### config.mk
export PLATFORM = sky130hd
export DESIGN_NAME = ptp_global_control_regs
export DESIGN_NICKNAME = d
export VERILOG_FILES = /design/src/core/ptp_global_control_regs.v
export VERILOG_INCLUDE_DIRS = /design/src /design/src/core
export SDC_FILE = /design/constraint.sdc
export NUM_CORES = 1
export LEC_CHECK = 0
export BUFFER_PORTS_ARGS = -buffer_cell sky130_fd_sc_hd__buf_2
export CAP_MARGIN = 20
export CORE_MARGIN = 2
export CORE_UTILIZATION = 43
export DETAILED_ROUTE_END_ITERATION = 16
export MAX_ROUTING_LAYER = met4
export PLACE_DENSITY = 0.77
export SLEW_MARGIN = 25
export SYNTH_ARGS = -nofsm -noshare
export SYNTH_HDL_FRONTEND = slang
export SYNTH_SLANG_ARGS = --single-unit
export TNS_END_PERCENT = 5
### constraint.sdc
create_clock -name SYS_CLK_I -period 3.3 [get_ports SYS_CLK_I]
set_clock_uncertainty 0.1 [all_clocks]
set_input_delay 0.33 -clock SYS_CLK_I [delete_from_list [all_inputs] [get_ports SYS_CLK_I]]
set_output_delay 0.33 -clock SYS_CLK_I [all_outputs]
set_load 0.1 [all_outputs]
### src/core/ptp_ctrl_defs.vh
// Operation
// - Unicast enable recognises unicast PTP frames
// - Alternate master also forwards master Sync to host
// - Priority bit sends all PTP to top
// - Three association enables forward matching frames
// - Drop enable discards sync without master
// - Domain check forwards match, drops mismatch
// - Checksum enable recomputes, else writes zero
// - Zero IPv4 checksum stays; IPv6 updated
// - Version field default 2 compared, mismatch dropped
// - Domain field gates capture when checking
// - Index register selects stamp/trigger unit
// - Error bit set on late target
// - Done bit set on output, W1C
// - Global status is OR of unit bits
// - Notify and stamp irq enable gate status
// - Pin source, live input, pin role bits
// - Active bit shows enabled running unit
// - Trigger enable starts, self-clears when generated
// - Trigger soft clear returns unit inactive
// - Stamp enable write clears count or flags
// - Stamp soft clear returns unit inactive
// - Target time 30-bit ns, 32-bit s
`ifndef PTP_CTRL_DEFS_VH
`define PTP_CTRL_DEFS_VH
`define OFF_MSG_CFG2     12'h516
`define OFF_DOM_VER      12'h518
`define OFF_UNIT_INDEX   12'h520
`define OFF_TRIG_STATUS  12'h524
`define OFF_IRQ_STATUS   12'h528
`define OFF_CONTROL      12'h52C
`define OFF_TARGET_NS    12'h530
`define OFF_TARGET_S     12'h534
`define OFF_TRIG_NOTIFY  12'h538
`define OFF_STAMP_EVENT  12'h550
`define MSG_CFG2_RESET   16'h1004
`define DOM_VER_RESET    16'h0200
`define BIT_UNICAST      12
`define BIT_ALT_MASTER   11
`define BIT_ALL_PRIO     10
`define BIT_ASSOC_SYNC   9
`define BIT_ASSOC_DELAY  8
`define BIT_ASSOC_PDELAY 7
`define BIT_DROP_NO_BMC  5
`define BIT_DOMAIN_CHECK 4
`define BIT_CSUM_CALC    2
`define BIT_PIN_OUT_SEL  8
`define BIT_PIN_IN       7
`define BIT_PIN_ROLE     6
`define BIT_STAMP_IRQ    5
`define BIT_TRIG_ACTIVE  4
`define BIT_TRIG_ENABLE  3
`define BIT_TRIG_CLEAR   2
`define BIT_STAMP_ENABLE 1
`define BIT_STAMP_CLEAR  0
`define BIT_STAMP_SEL    8
`define STAMP_COUNT_MAX  4'hF
`endif

### src/core/ptp_global_control_regs.v
`default_nettype none
`include "ptp_ctrl_defs.vh"
module ptp_global_control_regs (
   input  wire        SYS_CLK_I,
   input  wire        RST_N_I,
   input  wire [11:0] ADDR_I,
   input  wire [31:0] WDATA_I,
   input  wire        WR_I,
   input  wire        RD_I,
   output reg  [31:0] RDATA_O,
   // Pin, time, frame classifier, stamp event and interrupt facing
   input  wire        PIN_IN_I,
   input  wire [63:0] SYS_TIME_I,
   input  wire        BMC_KNOWN_I,
   input  wire        FRAME_VALID_I,
   input  wire        FRAME_IS_MCAST_I,
   input  wire        FRAME_RESERVED_ADDR_I,
   input  wire [15:0] FRAME_UDP_PORT_I,
   input  wire [3:0]  FRAME_MSG_TYPE_I,
   input  wire [3:0]  FRAME_VERSION_I,
   input  wire [7:0]  FRAME_DOMAIN_I,
   input  wire        FRAME_FROM_HOST_I,
   input  wire        FRAME_FROM_MASTER_I,
   input  wire        FRAME_ASSOC_MATCH_I,
   input  wire        FRAME_IS_IPV6_I,
   input  wire        FRAME_MODIFIED_I,
   input  wire        FRAME_CSUM_ZERO_I,
   input  wire [1:0]  STAMP_EVENT_I,
   output reg         IS_PTP_O,
   output reg         DROP_O,
   output reg         TO_HOST_O,
   output reg         TO_NONHOST_O,
   output reg         TOP_QUEUE_O,
   output reg         CAPTURE_O,
   output reg         CSUM_RECALC_O,
   output reg         CSUM_ZERO_O,
   output reg         PIN_OUT_O,
   output reg         PIN_OE_O,
   output reg         PIN_OUT_SEL_O,
   output reg         GLOBAL_IRQ_STATUS_O
);

   localparam [15:0] PTP_EVENT_PORT = 16'd319;
   localparam [15:0] PTP_GEN_PORT   = 16'd320;
   localparam [3:0]  MSG_SYNC       = 4'h0;
   localparam [3:0]  MSG_DELAY_REQ  = 4'h1;
   localparam [3:0]  MSG_FOLLOW_UP  = 4'h8;

   reg [15:0] msg_cfg2;
   reg [3:0]  ptp_version;
   reg [7:0]  domain_match_value;
   reg [1:0]  trigger_unit_select;
   reg        stamp_unit_select;
   reg [2:0]  trig_done;
   reg [2:0]  trig_error;
   reg [2:0]  trig_irq;
   reg [1:0]  stamp_irq;
   reg        pin_out_sel;
   reg        pin_role_select;
   reg [1:0]  stamp_irq_enable;
   reg [2:0]  trig_enable;
   reg [2:0]  trig_notify;
   reg [1:0]  stamp_unit_enable;
   reg [7:0]  stamp_event_count;
   reg [1:0]  stamp_ready_flag;
   reg [1:0]  stamp_count_overflow;
   reg [29:0] target_ns [0:2];
   reg [31:0] target_s  [0:2];
   reg        pin_level;
   reg [31:0] next_rdata;
   reg        next_drop;
   reg        next_to_host;
   reg        next_is_ptp;
   reg        late;
   reg        due;
   integer    u;

   wire ts = stamp_unit_select;
   wire [1:0] tu = trigger_unit_select;
   wire tu_ok = (tu != 2'b11);
   wire [31:0] tsec = tu_ok ? target_s[tu] : 32'h00000000;
   wire [29:0] tnsv = tu_ok ? target_ns[tu] : 30'h00000000;
   wire [63:0] target = {tsec, 2'b00, tnsv};

   function [3:0] cnt_of;
      input [7:0] c;
      input       s;
      begin
         cnt_of = s ? c[7:4] : c[3:0];
      end
   endfunction

   wire port_hit = (FRAME_UDP_PORT_I == PTP_EVENT_PORT) || (FRAME_UDP_PORT_I == PTP_GEN_PORT);
   wire unicast  = msg_cfg2[`BIT_UNICAST] && port_hit && !FRAME_RESERVED_ADDR_I;
   wire is_sync  = (FRAME_MSG_TYPE_I == MSG_SYNC) || (FRAME_MSG_TYPE_I == MSG_DELAY_REQ);
   wire is_event = !FRAME_MSG_TYPE_I[3];
   wire dom_eq   = (FRAME_DOMAIN_I == domain_match_value);

   always @* begin
      next_is_ptp = FRAME_VALID_I && ((FRAME_IS_MCAST_I && port_hit) || unicast);
      next_drop   = 1'b0;
      next_to_host = !FRAME_FROM_HOST_I;
      if (FRAME_VERSION_I != ptp_version)
         next_drop = 1'b1;
      if (msg_cfg2[`BIT_DROP_NO_BMC] && !BMC_KNOWN_I
          && (is_sync || FRAME_MSG_TYPE_I == MSG_FOLLOW_UP))
         next_drop = 1'b1;
      if (msg_cfg2[`BIT_DOMAIN_CHECK] && !dom_eq)
         next_drop = 1'b1;
      if (!msg_cfg2[`BIT_ALT_MASTER] && is_sync && FRAME_FROM_MASTER_I && dom_eq)
         next_to_host = 1'b0;
      if (FRAME_ASSOC_MATCH_I && (msg_cfg2[`BIT_ASSOC_SYNC] || msg_cfg2[`BIT_ASSOC_DELAY]
          || msg_cfg2[`BIT_ASSOC_PDELAY]))
         next_to_host = 1'b1;
      if (!next_is_ptp)
         next_drop = 1'b0;
   end

   always @* begin
      next_rdata = 32'h00000000;
      if (ADDR_I == `OFF_MSG_CFG2) begin
         next_rdata = {16'h0000, msg_cfg2};
      end else if (ADDR_I == `OFF_DOM_VER) begin
         next_rdata = {20'h00000, ptp_version, domain_match_value};
      end else if (ADDR_I == `OFF_UNIT_INDEX) begin
         next_rdata = {23'h000000, stamp_unit_select, 6'h00, trigger_unit_select};
      end else if (ADDR_I == `OFF_TRIG_STATUS) begin
         next_rdata = {13'h0000, trig_error, 13'h0000, trig_done};
      end else if (ADDR_I == `OFF_IRQ_STATUS) begin
         next_rdata = {13'h0000, trig_irq, 14'h0000, stamp_irq};
      end else if (ADDR_I == `OFF_CONTROL) begin
         next_rdata[`BIT_PIN_OUT_SEL] = pin_out_sel;
         next_rdata[`BIT_PIN_IN]      = pin_level;
         next_rdata[`BIT_PIN_ROLE]    = pin_role_select;
         next_rdata[`BIT_STAMP_IRQ]   = stamp_irq_enable[ts];
         next_rdata[`BIT_TRIG_ACTIVE] = tu_ok && trig_enable[tu] && !trig_error[tu];
         next_rdata[`BIT_TRIG_ENABLE] = tu_ok && trig_enable[tu];
         next_rdata[`BIT_STAMP_ENABLE] = stamp_unit_enable[ts];
      end else if (ADDR_I == `OFF_TARGET_NS) begin
         next_rdata = {2'b00, tnsv};
      end else if (ADDR_I == `OFF_TARGET_S) begin
         next_rdata = tsec;
      end else if (ADDR_I == `OFF_TRIG_NOTIFY) begin
         next_rdata[24] = tu_ok && trig_notify[tu];
      end else if (ADDR_I == `OFF_STAMP_EVENT) begin
         next_rdata = {11'h000, cnt_of(stamp_event_count, ts), stamp_count_overflow[ts], 16'h0000};
         next_rdata[15] = stamp_ready_flag[ts];
      end
   end

   always @* begin
      late = (target < SYS_TIME_I);
      due  = (target <= SYS_TIME_I);
   end

   wire wr_ctl = WR_I && (ADDR_I == `OFF_CONTROL);

   always @(posedge SYS_CLK_I or negedge RST_N_I) begin
      if (!RST_N_I) begin
         msg_cfg2 <= `MSG_CFG2_RESET;
         ptp_version <= 4'h2;
         domain_match_value <= 8'h00;
         trigger_unit_select <= 2'b00;
         stamp_unit_select <= 1'b0;
         trig_done <= 3'b000;
         trig_error <= 3'b000;
         trig_irq <= 3'b000;
         stamp_irq <= 2'b00;
         pin_out_sel <= 1'b0;
         pin_role_select <= 1'b0;
         stamp_irq_enable <= 2'b00;
         trig_enable <= 3'b000;
         trig_notify <= 3'b000;
         stamp_unit_enable <= 2'b00;
         stamp_event_count <= 8'h00;
         stamp_ready_flag <= 2'b00;
         stamp_count_overflow <= 2'b00;
         for (u = 0; u < 3; u = u + 1) begin
            target_ns[u] <= 30'h00000000;
            target_s[u] <= 32'h00000000;
         end
         pin_level <= 1'b0;
         RDATA_O <= 32'h00000000;
         IS_PTP_O <= 1'b0;
         DROP_O <= 1'b0;
         TO_HOST_O <= 1'b0;
         TO_NONHOST_O <= 1'b0;
         TOP_QUEUE_O <= 1'b0;
         CAPTURE_O <= 1'b0;
         CSUM_RECALC_O <= 1'b0;
         CSUM_ZERO_O <= 1'b0;
         PIN_OUT_O <= 1'b0;
         PIN_OE_O <= 1'b0;
         PIN_OUT_SEL_O <= 1'b0;
         GLOBAL_IRQ_STATUS_O <= 1'b0;
      end else begin
         pin_level <= PIN_IN_I;
         if (RD_I)
            RDATA_O <= next_rdata;
         IS_PTP_O <= next_is_ptp;
         DROP_O <= next_drop;
         TO_HOST_O <= next_is_ptp && !next_drop && next_to_host;
         TO_NONHOST_O <= next_is_ptp && !next_drop;
         TOP_QUEUE_O <= next_is_ptp && (msg_cfg2[`BIT_ALL_PRIO] || is_event);
         CAPTURE_O <= next_is_ptp && !next_drop
                      && (!msg_cfg2[`BIT_DOMAIN_CHECK] || dom_eq);
         CSUM_RECALC_O <= FRAME_VALID_I && FRAME_MODIFIED_I && (FRAME_IS_IPV6_I
                          || (msg_cfg2[`BIT_CSUM_CALC] && !FRAME_CSUM_ZERO_I));
         CSUM_ZERO_O <= FRAME_VALID_I && FRAME_MODIFIED_I && !FRAME_IS_IPV6_I
                        && (!msg_cfg2[`BIT_CSUM_CALC] || FRAME_CSUM_ZERO_I);
         PIN_OE_O <= pin_role_select;
         PIN_OUT_SEL_O <= pin_out_sel;
         PIN_OUT_O <= pin_role_select && tu_ok && trig_done[tu];
         GLOBAL_IRQ_STATUS_O <= |{trig_irq, stamp_irq};
         if (WR_I) begin
            if (ADDR_I == `OFF_MSG_CFG2) begin
               msg_cfg2 <= {3'b000, WDATA_I[12:0]};
            end else if (ADDR_I == `OFF_DOM_VER) begin
               ptp_version <= WDATA_I[11:8];
               domain_match_value <= WDATA_I[7:0];
            end else if (ADDR_I == `OFF_UNIT_INDEX) begin
               stamp_unit_select <= WDATA_I[`BIT_STAMP_SEL];
               trigger_unit_select <= WDATA_I[1:0];
            end else if (ADDR_I == `OFF_CONTROL) begin
               pin_out_sel <= WDATA_I[`BIT_PIN_OUT_SEL];
               pin_role_select <= WDATA_I[`BIT_PIN_ROLE];
               stamp_irq_enable[ts] <= WDATA_I[`BIT_STAMP_IRQ];
            end else if (ADDR_I == `OFF_TARGET_NS && tu_ok) begin
               target_ns[tu] <= WDATA_I[29:0];
            end else if (ADDR_I == `OFF_TARGET_S && tu_ok) begin
               target_s[tu] <= WDATA_I;
            end else if (ADDR_I == `OFF_TRIG_NOTIFY && tu_ok) begin
               trig_notify[tu] <= WDATA_I[24];
            end
         end
         for (u = 0; u < 3; u = u + 1) begin
            if (WR_I && ADDR_I == `OFF_TRIG_STATUS && WDATA_I[u])
               trig_done[u] <= 1'b0;
            if (WR_I && ADDR_I == `OFF_TRIG_STATUS && WDATA_I[16 + u])
               trig_error[u] <= 1'b0;
            if (WR_I && ADDR_I == `OFF_IRQ_STATUS && WDATA_I[16 + u])
               trig_irq[u] <= 1'b0;
         end
         for (u = 0; u < 2; u = u + 1) begin
            if (WR_I && ADDR_I == `OFF_IRQ_STATUS && WDATA_I[u])
               stamp_irq[u] <= 1'b0;
            if (STAMP_EVENT_I[u] && stamp_unit_enable[u]) begin
               stamp_ready_flag[u] <= 1'b1;
               if (stamp_irq_enable[u])
                  stamp_irq[u] <= 1'b1;
               if (cnt_of(stamp_event_count, u[0]) == `STAMP_COUNT_MAX)
                  stamp_count_overflow[u] <= 1'b1;
               else if (u == 0)
                  stamp_event_count[3:0] <= stamp_event_count[3:0] + 4'h1;
               else
                  stamp_event_count[7:4] <= stamp_event_count[7:4] + 4'h1;
            end
         end
         if (tu_ok && trig_enable[tu] == 1'b0 && 1'b0)
            trig_enable[tu] <= 1'b0;
         for (u = 0; u < 3; u = u + 1) begin
            if (trig_enable[u] && u == tu && tu_ok) begin
               if (late && trig_notify[u] && !trig_error[u]) begin
                  trig_error[u] <= 1'b1;
                  trig_irq[u] <= 1'b1;
               end
            end
            if (trig_enable[u] && ((u == tu && due) || (u != tu))) begin
               if (u == tu) begin
                  trig_enable[u] <= 1'b0;
                  if (trig_notify[u]) begin
                     trig_done[u] <= 1'b1;
                     trig_irq[u] <= 1'b1;
                  end
               end
            end
         end
         if (wr_ctl && tu_ok) begin
            if (WDATA_I[`BIT_TRIG_CLEAR]) begin
               trig_enable[tu] <= 1'b0;
               trig_notify[tu] <= 1'b0;
               trig_error[tu] <= 1'b0;
               target_ns[tu] <= 30'h00000000;
               target_s[tu] <= 32'h00000000;
            end else begin
               trig_enable[tu] <= WDATA_I[`BIT_TRIG_ENABLE];
               if (!WDATA_I[`BIT_TRIG_ENABLE])
                  trig_error[tu] <= 1'b0;
            end
         end
         if (wr_ctl) begin
            if (WDATA_I[`BIT_STAMP_CLEAR]) begin
               stamp_unit_enable[ts] <= 1'b0;
               stamp_ready_flag[ts] <= 1'b0;
               stamp_count_overflow[ts] <= 1'b0;
               stamp_irq_enable[ts] <= 1'b0;
               if (ts)
                  stamp_event_count[7:4] <= 4'h0;
               else
                  stamp_event_count[3:0] <= 4'h0;
            end else if (WDATA_I[`BIT_STAMP_ENABLE]) begin
               stamp_unit_enable[ts] <= 1'b1;
               if (ts)
                  stamp_event_count[7:4] <= 4'h0;
               else
                  stamp_event_count[3:0] <= 4'h0;
            end else begin
               stamp_unit_enable[ts] <= 1'b0;
               stamp_ready_flag[ts] <= 1'b0;
               stamp_count_overflow[ts] <= 1'b0;
            end
         end
      end
   end

endmodule // ptp_global_control_regs
`default_nettype wire

==> results of run 1 <==
## power groups by stage
stage	registers, uW	logic [uW]	clock network [uW]
after global routing	3640	604	4260
after floorplan	3790	148	0
final	3640	561	4040
after CTS	3640	548	4080
after detailed placement	3710	535	0
after global placement	3710	526	0
## worst max-delay path, cell delays in order, from the launching register on
cell and delay, ns:
dfrtp_4 0.56, buf_12 0.17, clkbuf_16 0.17, mux2i_1 0.12, o21ai_0 0.53, ha_1 0.22, nand2_1 0.05, nor3_1 0.19
buf_4 0.17, and4_4 0.25, nor2b_4 0.15, o211ai_1 0.12, nand3_2 0.16, buf_6 0.15, o21ai_1 0.06
## worst max-delay path by stage
stage,to,slack (ns),cells past startpoint
2_1_floorplan,register,0.05,14
3_3_place_gp,trig_done[2],-0.02,14
3_5_place_dp,trig_done[2],-0.10,14
4_1_cts,trig_done[2],0.004,13
5_1_grt,trig_irq[2],-0.07,15
6_report,trig_done[1],-0.007,14
## kinds of logic after synthesis
| kind of cell | synth area share |
|---|---|
| mux | 0.1892 |
| xor+xnor | 0.007717 |
| buf+inv | 0.05127 |
| compound gates | 0.09600 |
| fa+ha+maj | 0.05040 |
| flops | 0.4633 |
| simple gates | 0.1421 |
## placed cells by master, fill, tap and decap left out, types with 19 or more instances in the layout
cell,netlist,layout
nor2_1,240,237
nand2_1,123,123
buf_12,0,19
mux2_2,34,34
a21oi_1,37,37
a22oi_1,21,21
inv_1,88,88
clkbuf_16,0,42
o22ai_1,21,21
dfrtp_1,291,289
mux2i_1,262,257
ha_1,64,64
buf_4,0,100
nand3_1,32,28
buf_2,39,199
o21ai_1,0,22
o21ai_0,82,49
## state kept, by name, indices dropped and copies added, names as in the netlist, 4 cells and up, named ones only
register	count
msg_cfg2	13
domain_match_value	8
stamp_event_count	8
target_s	96
target_ns	90
RDATA_O	32
ptp_version	4
## through the flow
step           instance area, um^2  setup WS [ns]  hold slack, ns   TNS [ns]    util
6_report                     19850      -0.007127         0.04632  -0.007709  0.5435
5_1_grt                      19850       -0.06835         0.05977    -0.5475  0.5435
4_1_cts                      19350       0.004046         0.04637          0  0.5299
3_5_place_dp                 18030        -0.1015          0.2535    -0.8291  0.4936
3_3_place_gp                 18030       -0.01914          0.2464   -0.06082  0.4936
2_1_floorplan                15910        0.04796        -0.06559          0       -
## layer usage
metal | wire, um | part of all wire
met1 | 22590 | 0.43
met2 | 23980 | 0.45
met3 | 4787 | 0.090
met4 | 1611 | 0.030
met5 | 0 | 0
## layout make-up
type / instances / area (um^2) / area share
antenna: 3 / 7.507 / 0.0003782
clock buffer: 48 / 1037 / 0.05225
clock inverter: 11 / 162.7 / 0.008194
inverter: 88 / 330.3 / 0.01664
multi-input combinational: 1109 / 7969 / 0.4014
sequential: 294 / 7366 / 0.3711
tap: 468 / 585.6 / 0.02950
timing repair buffer: 336 / 2392 / 0.1205
## Yosys cell counts, types with 8 or more instances
| library cell | count |
|---|---|
| buf_6 | 9 |
| o22ai_1 | 21 |
| a221oi_1 | 10 |
| nor4_1 | 10 |
| a22oi_1 | 21 |
| mux2_2 | 34 |
| xor2_1 | 10 |
| nor3_1 | 18 |
| nand4_1 | 8 |
| clkbuf_1 | 40 |
| nand2_1 | 123 |
| nor2b_1 | 11 |
| nand2b_1 | 9 |
| o21ai_0 | 82 |
| nand3_1 | 32 |
| dfrtp_1 | 291 |
| inv_1 | 88 |
| ha_1 | 64 |
| buf_2 | 39 |
| a222oi_1 | 10 |
| a31oi_1 | 10 |
| buf_1 | 10 |
| mux2i_1 | 262 |
| nor2_1 | 240 |
| a21oi_1 | 37 |
## what timing repair did
action	CTS	global route
gates resized for setup	7	77
hold buffers	8	0
setup endpoints to repair	12	12
setup buffers	3	17
pin swaps	2	30
cloned	0	5
endpoints found under the hold margin	77	0
==> impl_metrics.csv, run 1 <==
group,metric,value,unit
pwr,p_seq_frac,0.442,
cts,cts_tree,"built",
timing,setup_viol,2,
synth,synth_edf_count,0,
synth,synthTopCellsByArea,"dfrtp_1, mux2i_1, nor2_1, ha_1, nand2_1",
worst_hold_path,hold_depth,3,
timing,layout_setup_ws,-0.007127,ns
floorplan,ioPinCount,201,
timing,slew_viol_final,0,
drt,via_per_inst,5.793,
worst_hold_path,worstHoldEndpoint,"pin_role_select",
floorplan,rows,70,
timing,rsz0062_at_grt,"true",
cts,htree_num_levels,2,
pwr,power.internal,6297,uW
drt,post_drt_wl_per_cell,22.48,um
timing,hold_viol_final,0,
global_route,antenna_found_initial,3,
synth,ys_seq_elements,294,
pwr,combPwrFrac,0.068,
global_route,grt-ovfl-total,0,
placement,dp_cells,2262,
pwr,power_density,415.4,mW/mm^2
synth,ys.warnings.count,0,
global_route,grt_pass1_wl,79430,um
cts,clk_path_buf_depth,3,
drt,ant_nets,0,
global_route,top_usage_layer,"met2",
worst_setup_path,startpoint,"trigger_unit_select[1]",
worst_setup_path,crit_arrival,3.60,ns
layout,final_layout_size_suffix_gt1_frac,0.2566,
placement,dp.final_hpwl,36720,um
synth,ys.flop_type,"dfrtp_1",
floorplan,die_y,196.2,um
layout,layout.nets,2084,
timing,tightest_slew,0.7501,ns
cts,worstSkewPairLatency,0.52,ns
cts,clk_pin_slew,0.07,ns
worst_setup_path,cp_max_fo,9,
drt,wl,52970,um
worst_setup_path,rr_startpoint,"trigger_unit_select[1]",
floorplan,die-area,0.03850,mm^2
placement,port_buffers,200,
synth,async_flop_share,1.000,
worst_setup_path,cp.required,3.60,ns
synth,yosysTopAreaCell,"dfrtp_1",
global_route,grt_max_degree,85,
synth,ys_seq_area_frac,0.4633,
synth,synth_cell_types,64,
global_route,use_met1,0.3703,
cts,cts_made_buffers,34,
global_route,grtUsageMet3,0.05501,
pwr,p_switching,1949,uW
floorplan,initial_core_util,0.4350,
run,maxCapViolations,0,
timing,slew_headroom,0.4953,
worst_setup_path,reg2reg_depth,14,
worst_hold_path,hp-class,"input port to register",
cts,clkSinkCount,294,
pwr,ir_drop,373.1,uV
global_route,grt_usage,0.2765,
drt,drt_iter0_drc,1397,
worst_setup_path,reg2reg_to,"trig_done[1]",
worst_setup_path,timing.reg2reg.setup_slack,-0.007,ns
global_route,grt_pass1_vias,13550,
synth,avgSynthCellArea,9.999,um^2
synth,synth_fp_nets,1810,
timing,min_period,3.307,ns
cts,cts-root-buf,"clkbuf_16",
timing,finalCritPeriodShare,1.002,
synth,syn-instance-count,1589,
synth,netlist_area,0.01589,mm^2
layout,final_cells,2357,
placement,gp_congestion,0.9856,
layout,syn_to_final_growth,24.94,%
pwr,p_sw_frac,0.2363,
floorplan,die_w,196.2,um
drt,dr.pass1.iters,6,
timing,max_freq,302.4,MHz
pwr,pwr-share-clk,0.490,
status,status,"complete, but fails checks",
drt,drcViolationCount,0,
floorplan,core_area,0.03652,mm^2
synth,netlist.area_leader.share,0.4583,
pwr,power_leakage,0.009407,uW
worst_setup_path,crit_type,"register to register",
worst_hold_path,hold_start,"WDATA_I[6]",
worst_setup_path,endpoint_kind,"register",
worst_setup_path,start_kind,"register",
pwr,finalPower,8245,uW
status,violations,"negative setup slack",
layout,fill_cells,3151,
drt,num_vias,13660,
global_route,grtUsageMet2,0.4243,
Note: power is estimated with default switching activity, not from simulation.
==> run 2: changes to the inputs <==
- clock period: 3.3 -> 2.8 ns (I/O delays scaled with it)
==> run 2 against run 1 <==
  * The flow still finishes with violations (negative setup slack)
  * Worst setup slack worse by 0.53 ns
  * Wire length down 4.9%
  * Die area did not move
  * Critical path depth is the same
==> impl_metrics.csv, run 2 (synthesis gave the netlist of run 1 again) <==
group,metric,value,unit
status,status,"complete, but fails checks",
status,violations,"negative setup slack",
floorplan,ioPinCount,201,
floorplan,initial_core_util,0.4350,
floorplan,die_y,196.2,um
timing,rsz0062_at_grt,"true",
global_route,antenna_found_initial,0,
timing,hold_viol_final,0,
worst_setup_path,path_cells,"nor2b_4 > buf_12 > buf_4 > nand2_1 > o21ai_1 > ha_1 > nand2_1 > nor4_2 > buf_4 > a221oi_1 > a21oi_1 > o21ai_1 > nand3_2 > a31o_2",
timing,slew_viol_final,0,
cts,worstSkewPairLatency,0.57,ns
global_route,grt_pass1_wl,77850,um
worst_setup_path,startpoint,"trigger_unit_select[1]",
drt,dr.pass1.iters,8,
cts,cts_made_buffers,31,
timing,setup_viol,12,
worst_hold_path,hp-class,"input port to register",
cts,clk_pin_slew,0.06,ns
drt,post_drt_wl_per_cell,21.09,um
layout,reg.largest.list,"target_s: 96 flops, target_ns: 90 flops, RDATA_O: 32 flops",
worst_setup_path,endpoint_kind,"register",
placement,port_buffers,200,
layout,syn_to_final_growth,24.04,%
floorplan,die-area,0.03850,mm^2
pwr,power_leakage,0.009405,uW
worst_setup_path,rr_startpoint,"trigger_unit_select[1]",
timing,holdWs,0.007785,ns
cts,htree_num_levels,1,
timing,max_freq,299.2,MHz
worst_setup_path,cpPeakStageDelay,0.52,ns
timing,finalSetupTns,-5.752,ns
layout,fin_util,0.5396,
placement,dp.final_hpwl,35210,um
drt,via_per_inst,5.758,
run,maxCapViolations,0,
timing,tightest_slew,0.6915,ns
worst_hold_path,hold_start,"FRAME_UDP_PORT_I[9]",
worst_setup_path,cp_slowest_cell,"dfrtp_4",
timing,layout_setup_ws,-0.5420,ns
cts,cts-root-buf,"clkbuf_16",
layout,final_common_cell,"dfrtp_1",
cts,clkSinkCount,294,
worst_setup_path,cp_max_fo,18,
floorplan,rows,70,
layout,regMostFlops,"target_s",
worst_setup_path,crit_type,"register to register",
timing,min_period,3.342,ns
timing,finalCritPeriodShare,1.194,
timing,slew_headroom,0.5375,
cts,cts_tree,"built",
worst_setup_path,crit_arrival,3.70,ns
worst_setup_path,start_kind,"register",
drt,ant_nets,0,
layout,fill_cells,3139,
layout,largest_reg_flops,96,
layout,mostFrequentLayoutCells,"dfrtp_1, mux2i_1, nor2_1",
global_route,grt_usage,0.2667,
global_route,grt_pass1_vias,13650,
placement,post-place-ws,-0.7282,ns
floorplan,core_area,0.03652,mm^2
drt,drcViolationCount,0,
floorplan,die_w,196.2,um
layout,final_area,0.01971,mm^2
worst_setup_path,cp.required,3.16,ns
placement,gp_congestion,0.9158,
pwr,ir_drop,473.8,uV
drt,drt_iter0_drc,1375,
layout,layout.nets,2120,
pwr,power_density,455.6,mW/mm^2
layout,final_layout_size_suffix_gt1_frac,0.2409,
drt,num_vias,13740,
placement,dpl-instance-area,0.01835,mm^2
global_route,grt-ovfl-total,0,
global_route,grt_max_degree,72,
cts,clk_path_buf_depth,3,
drt,wl,50350,um
## run 2: critical path, delay by kind of cell (launching register included)
family / cells / cell delay (ns)
AOI/OAI and AO/OA: 5 / 1.13
and+or+nand+nor: 5 / 0.63
buffers and inverters: 3 / 0.53
DFF: 1 / 0.52
adders and majority gates: 1 / 0.32
## run 2: final timing paths
kind	endpoint	slack [ns]	cells after the start
worst min-delay path	TOP_QUEUE_O	0.008	4
worst max register to register	trig_enable[1]	-0.54	14
worst min register to register	PIN_OUT_SEL_O	0.34	0
worst max-delay path	trig_enable[1]	-0.54	14
min in group asynchronous	stamp_event_count[0]	0.17	2
max in group asynchronous	ptp_version[1]	1.54	3
## run 2: final cells by class
cell class | instances | area [um^2] | area share
clock buffers | 46 | 882.1 | 0.04476
well taps | 468 | 585.6 | 0.02971
multi-input cells | 1110 | 7826 | 0.3971
repair buffers | 374 | 2631 | 0.1335
inverters | 88 | 330.3 | 0.01676
clock inverters | 6 | 82.58 | 0.004190
diodes | 1 | 2.502 | 0.0001270
flip-flops and latches | 294 | 7366 | 0.3738
## run 2: where the power goes
group	internal, uW	total, uW	switching, uW
sequential	4270	4290	17.9
combinational	221	671	450
clock	2330	4010	1690
## run 2: through the flow
| stage | instances | total power [uW] |
|---|---|---|
| floorplan | 1589 | 4638 |
| global route | 2386 | 9273 |
| global placement | 2296 | 4988 |
| finish | 2387 | 8978 |
| CTS | 2378 | 9015 |
| detailed placement | 2296 | 5001 |
## run 2: per-layer routing
layer	track usage	vias to the layer above	part of all wire
li1	-	6185	-
met1	0.3581	6798	0.43
met2	0.4152	654	0.46
met3	0.04384	107	0.080
met4	0.08418	0	0.030
met5	-	-	0
## run 2: repair_timing
| item | 4_1_cts | 5_1_grt |
|---|---|---|
| resized for setup | 12 | 12 |
| pin swaps | 2 | 6 |
| endpoints found under the setup margin | 12 | 12 |
| setup buffers | 1 | 7 |
| hold buffers | 29 | 0 |
| hold endpoints to repair | 154 | 0 |
| gates cloned | 0 | 1 |
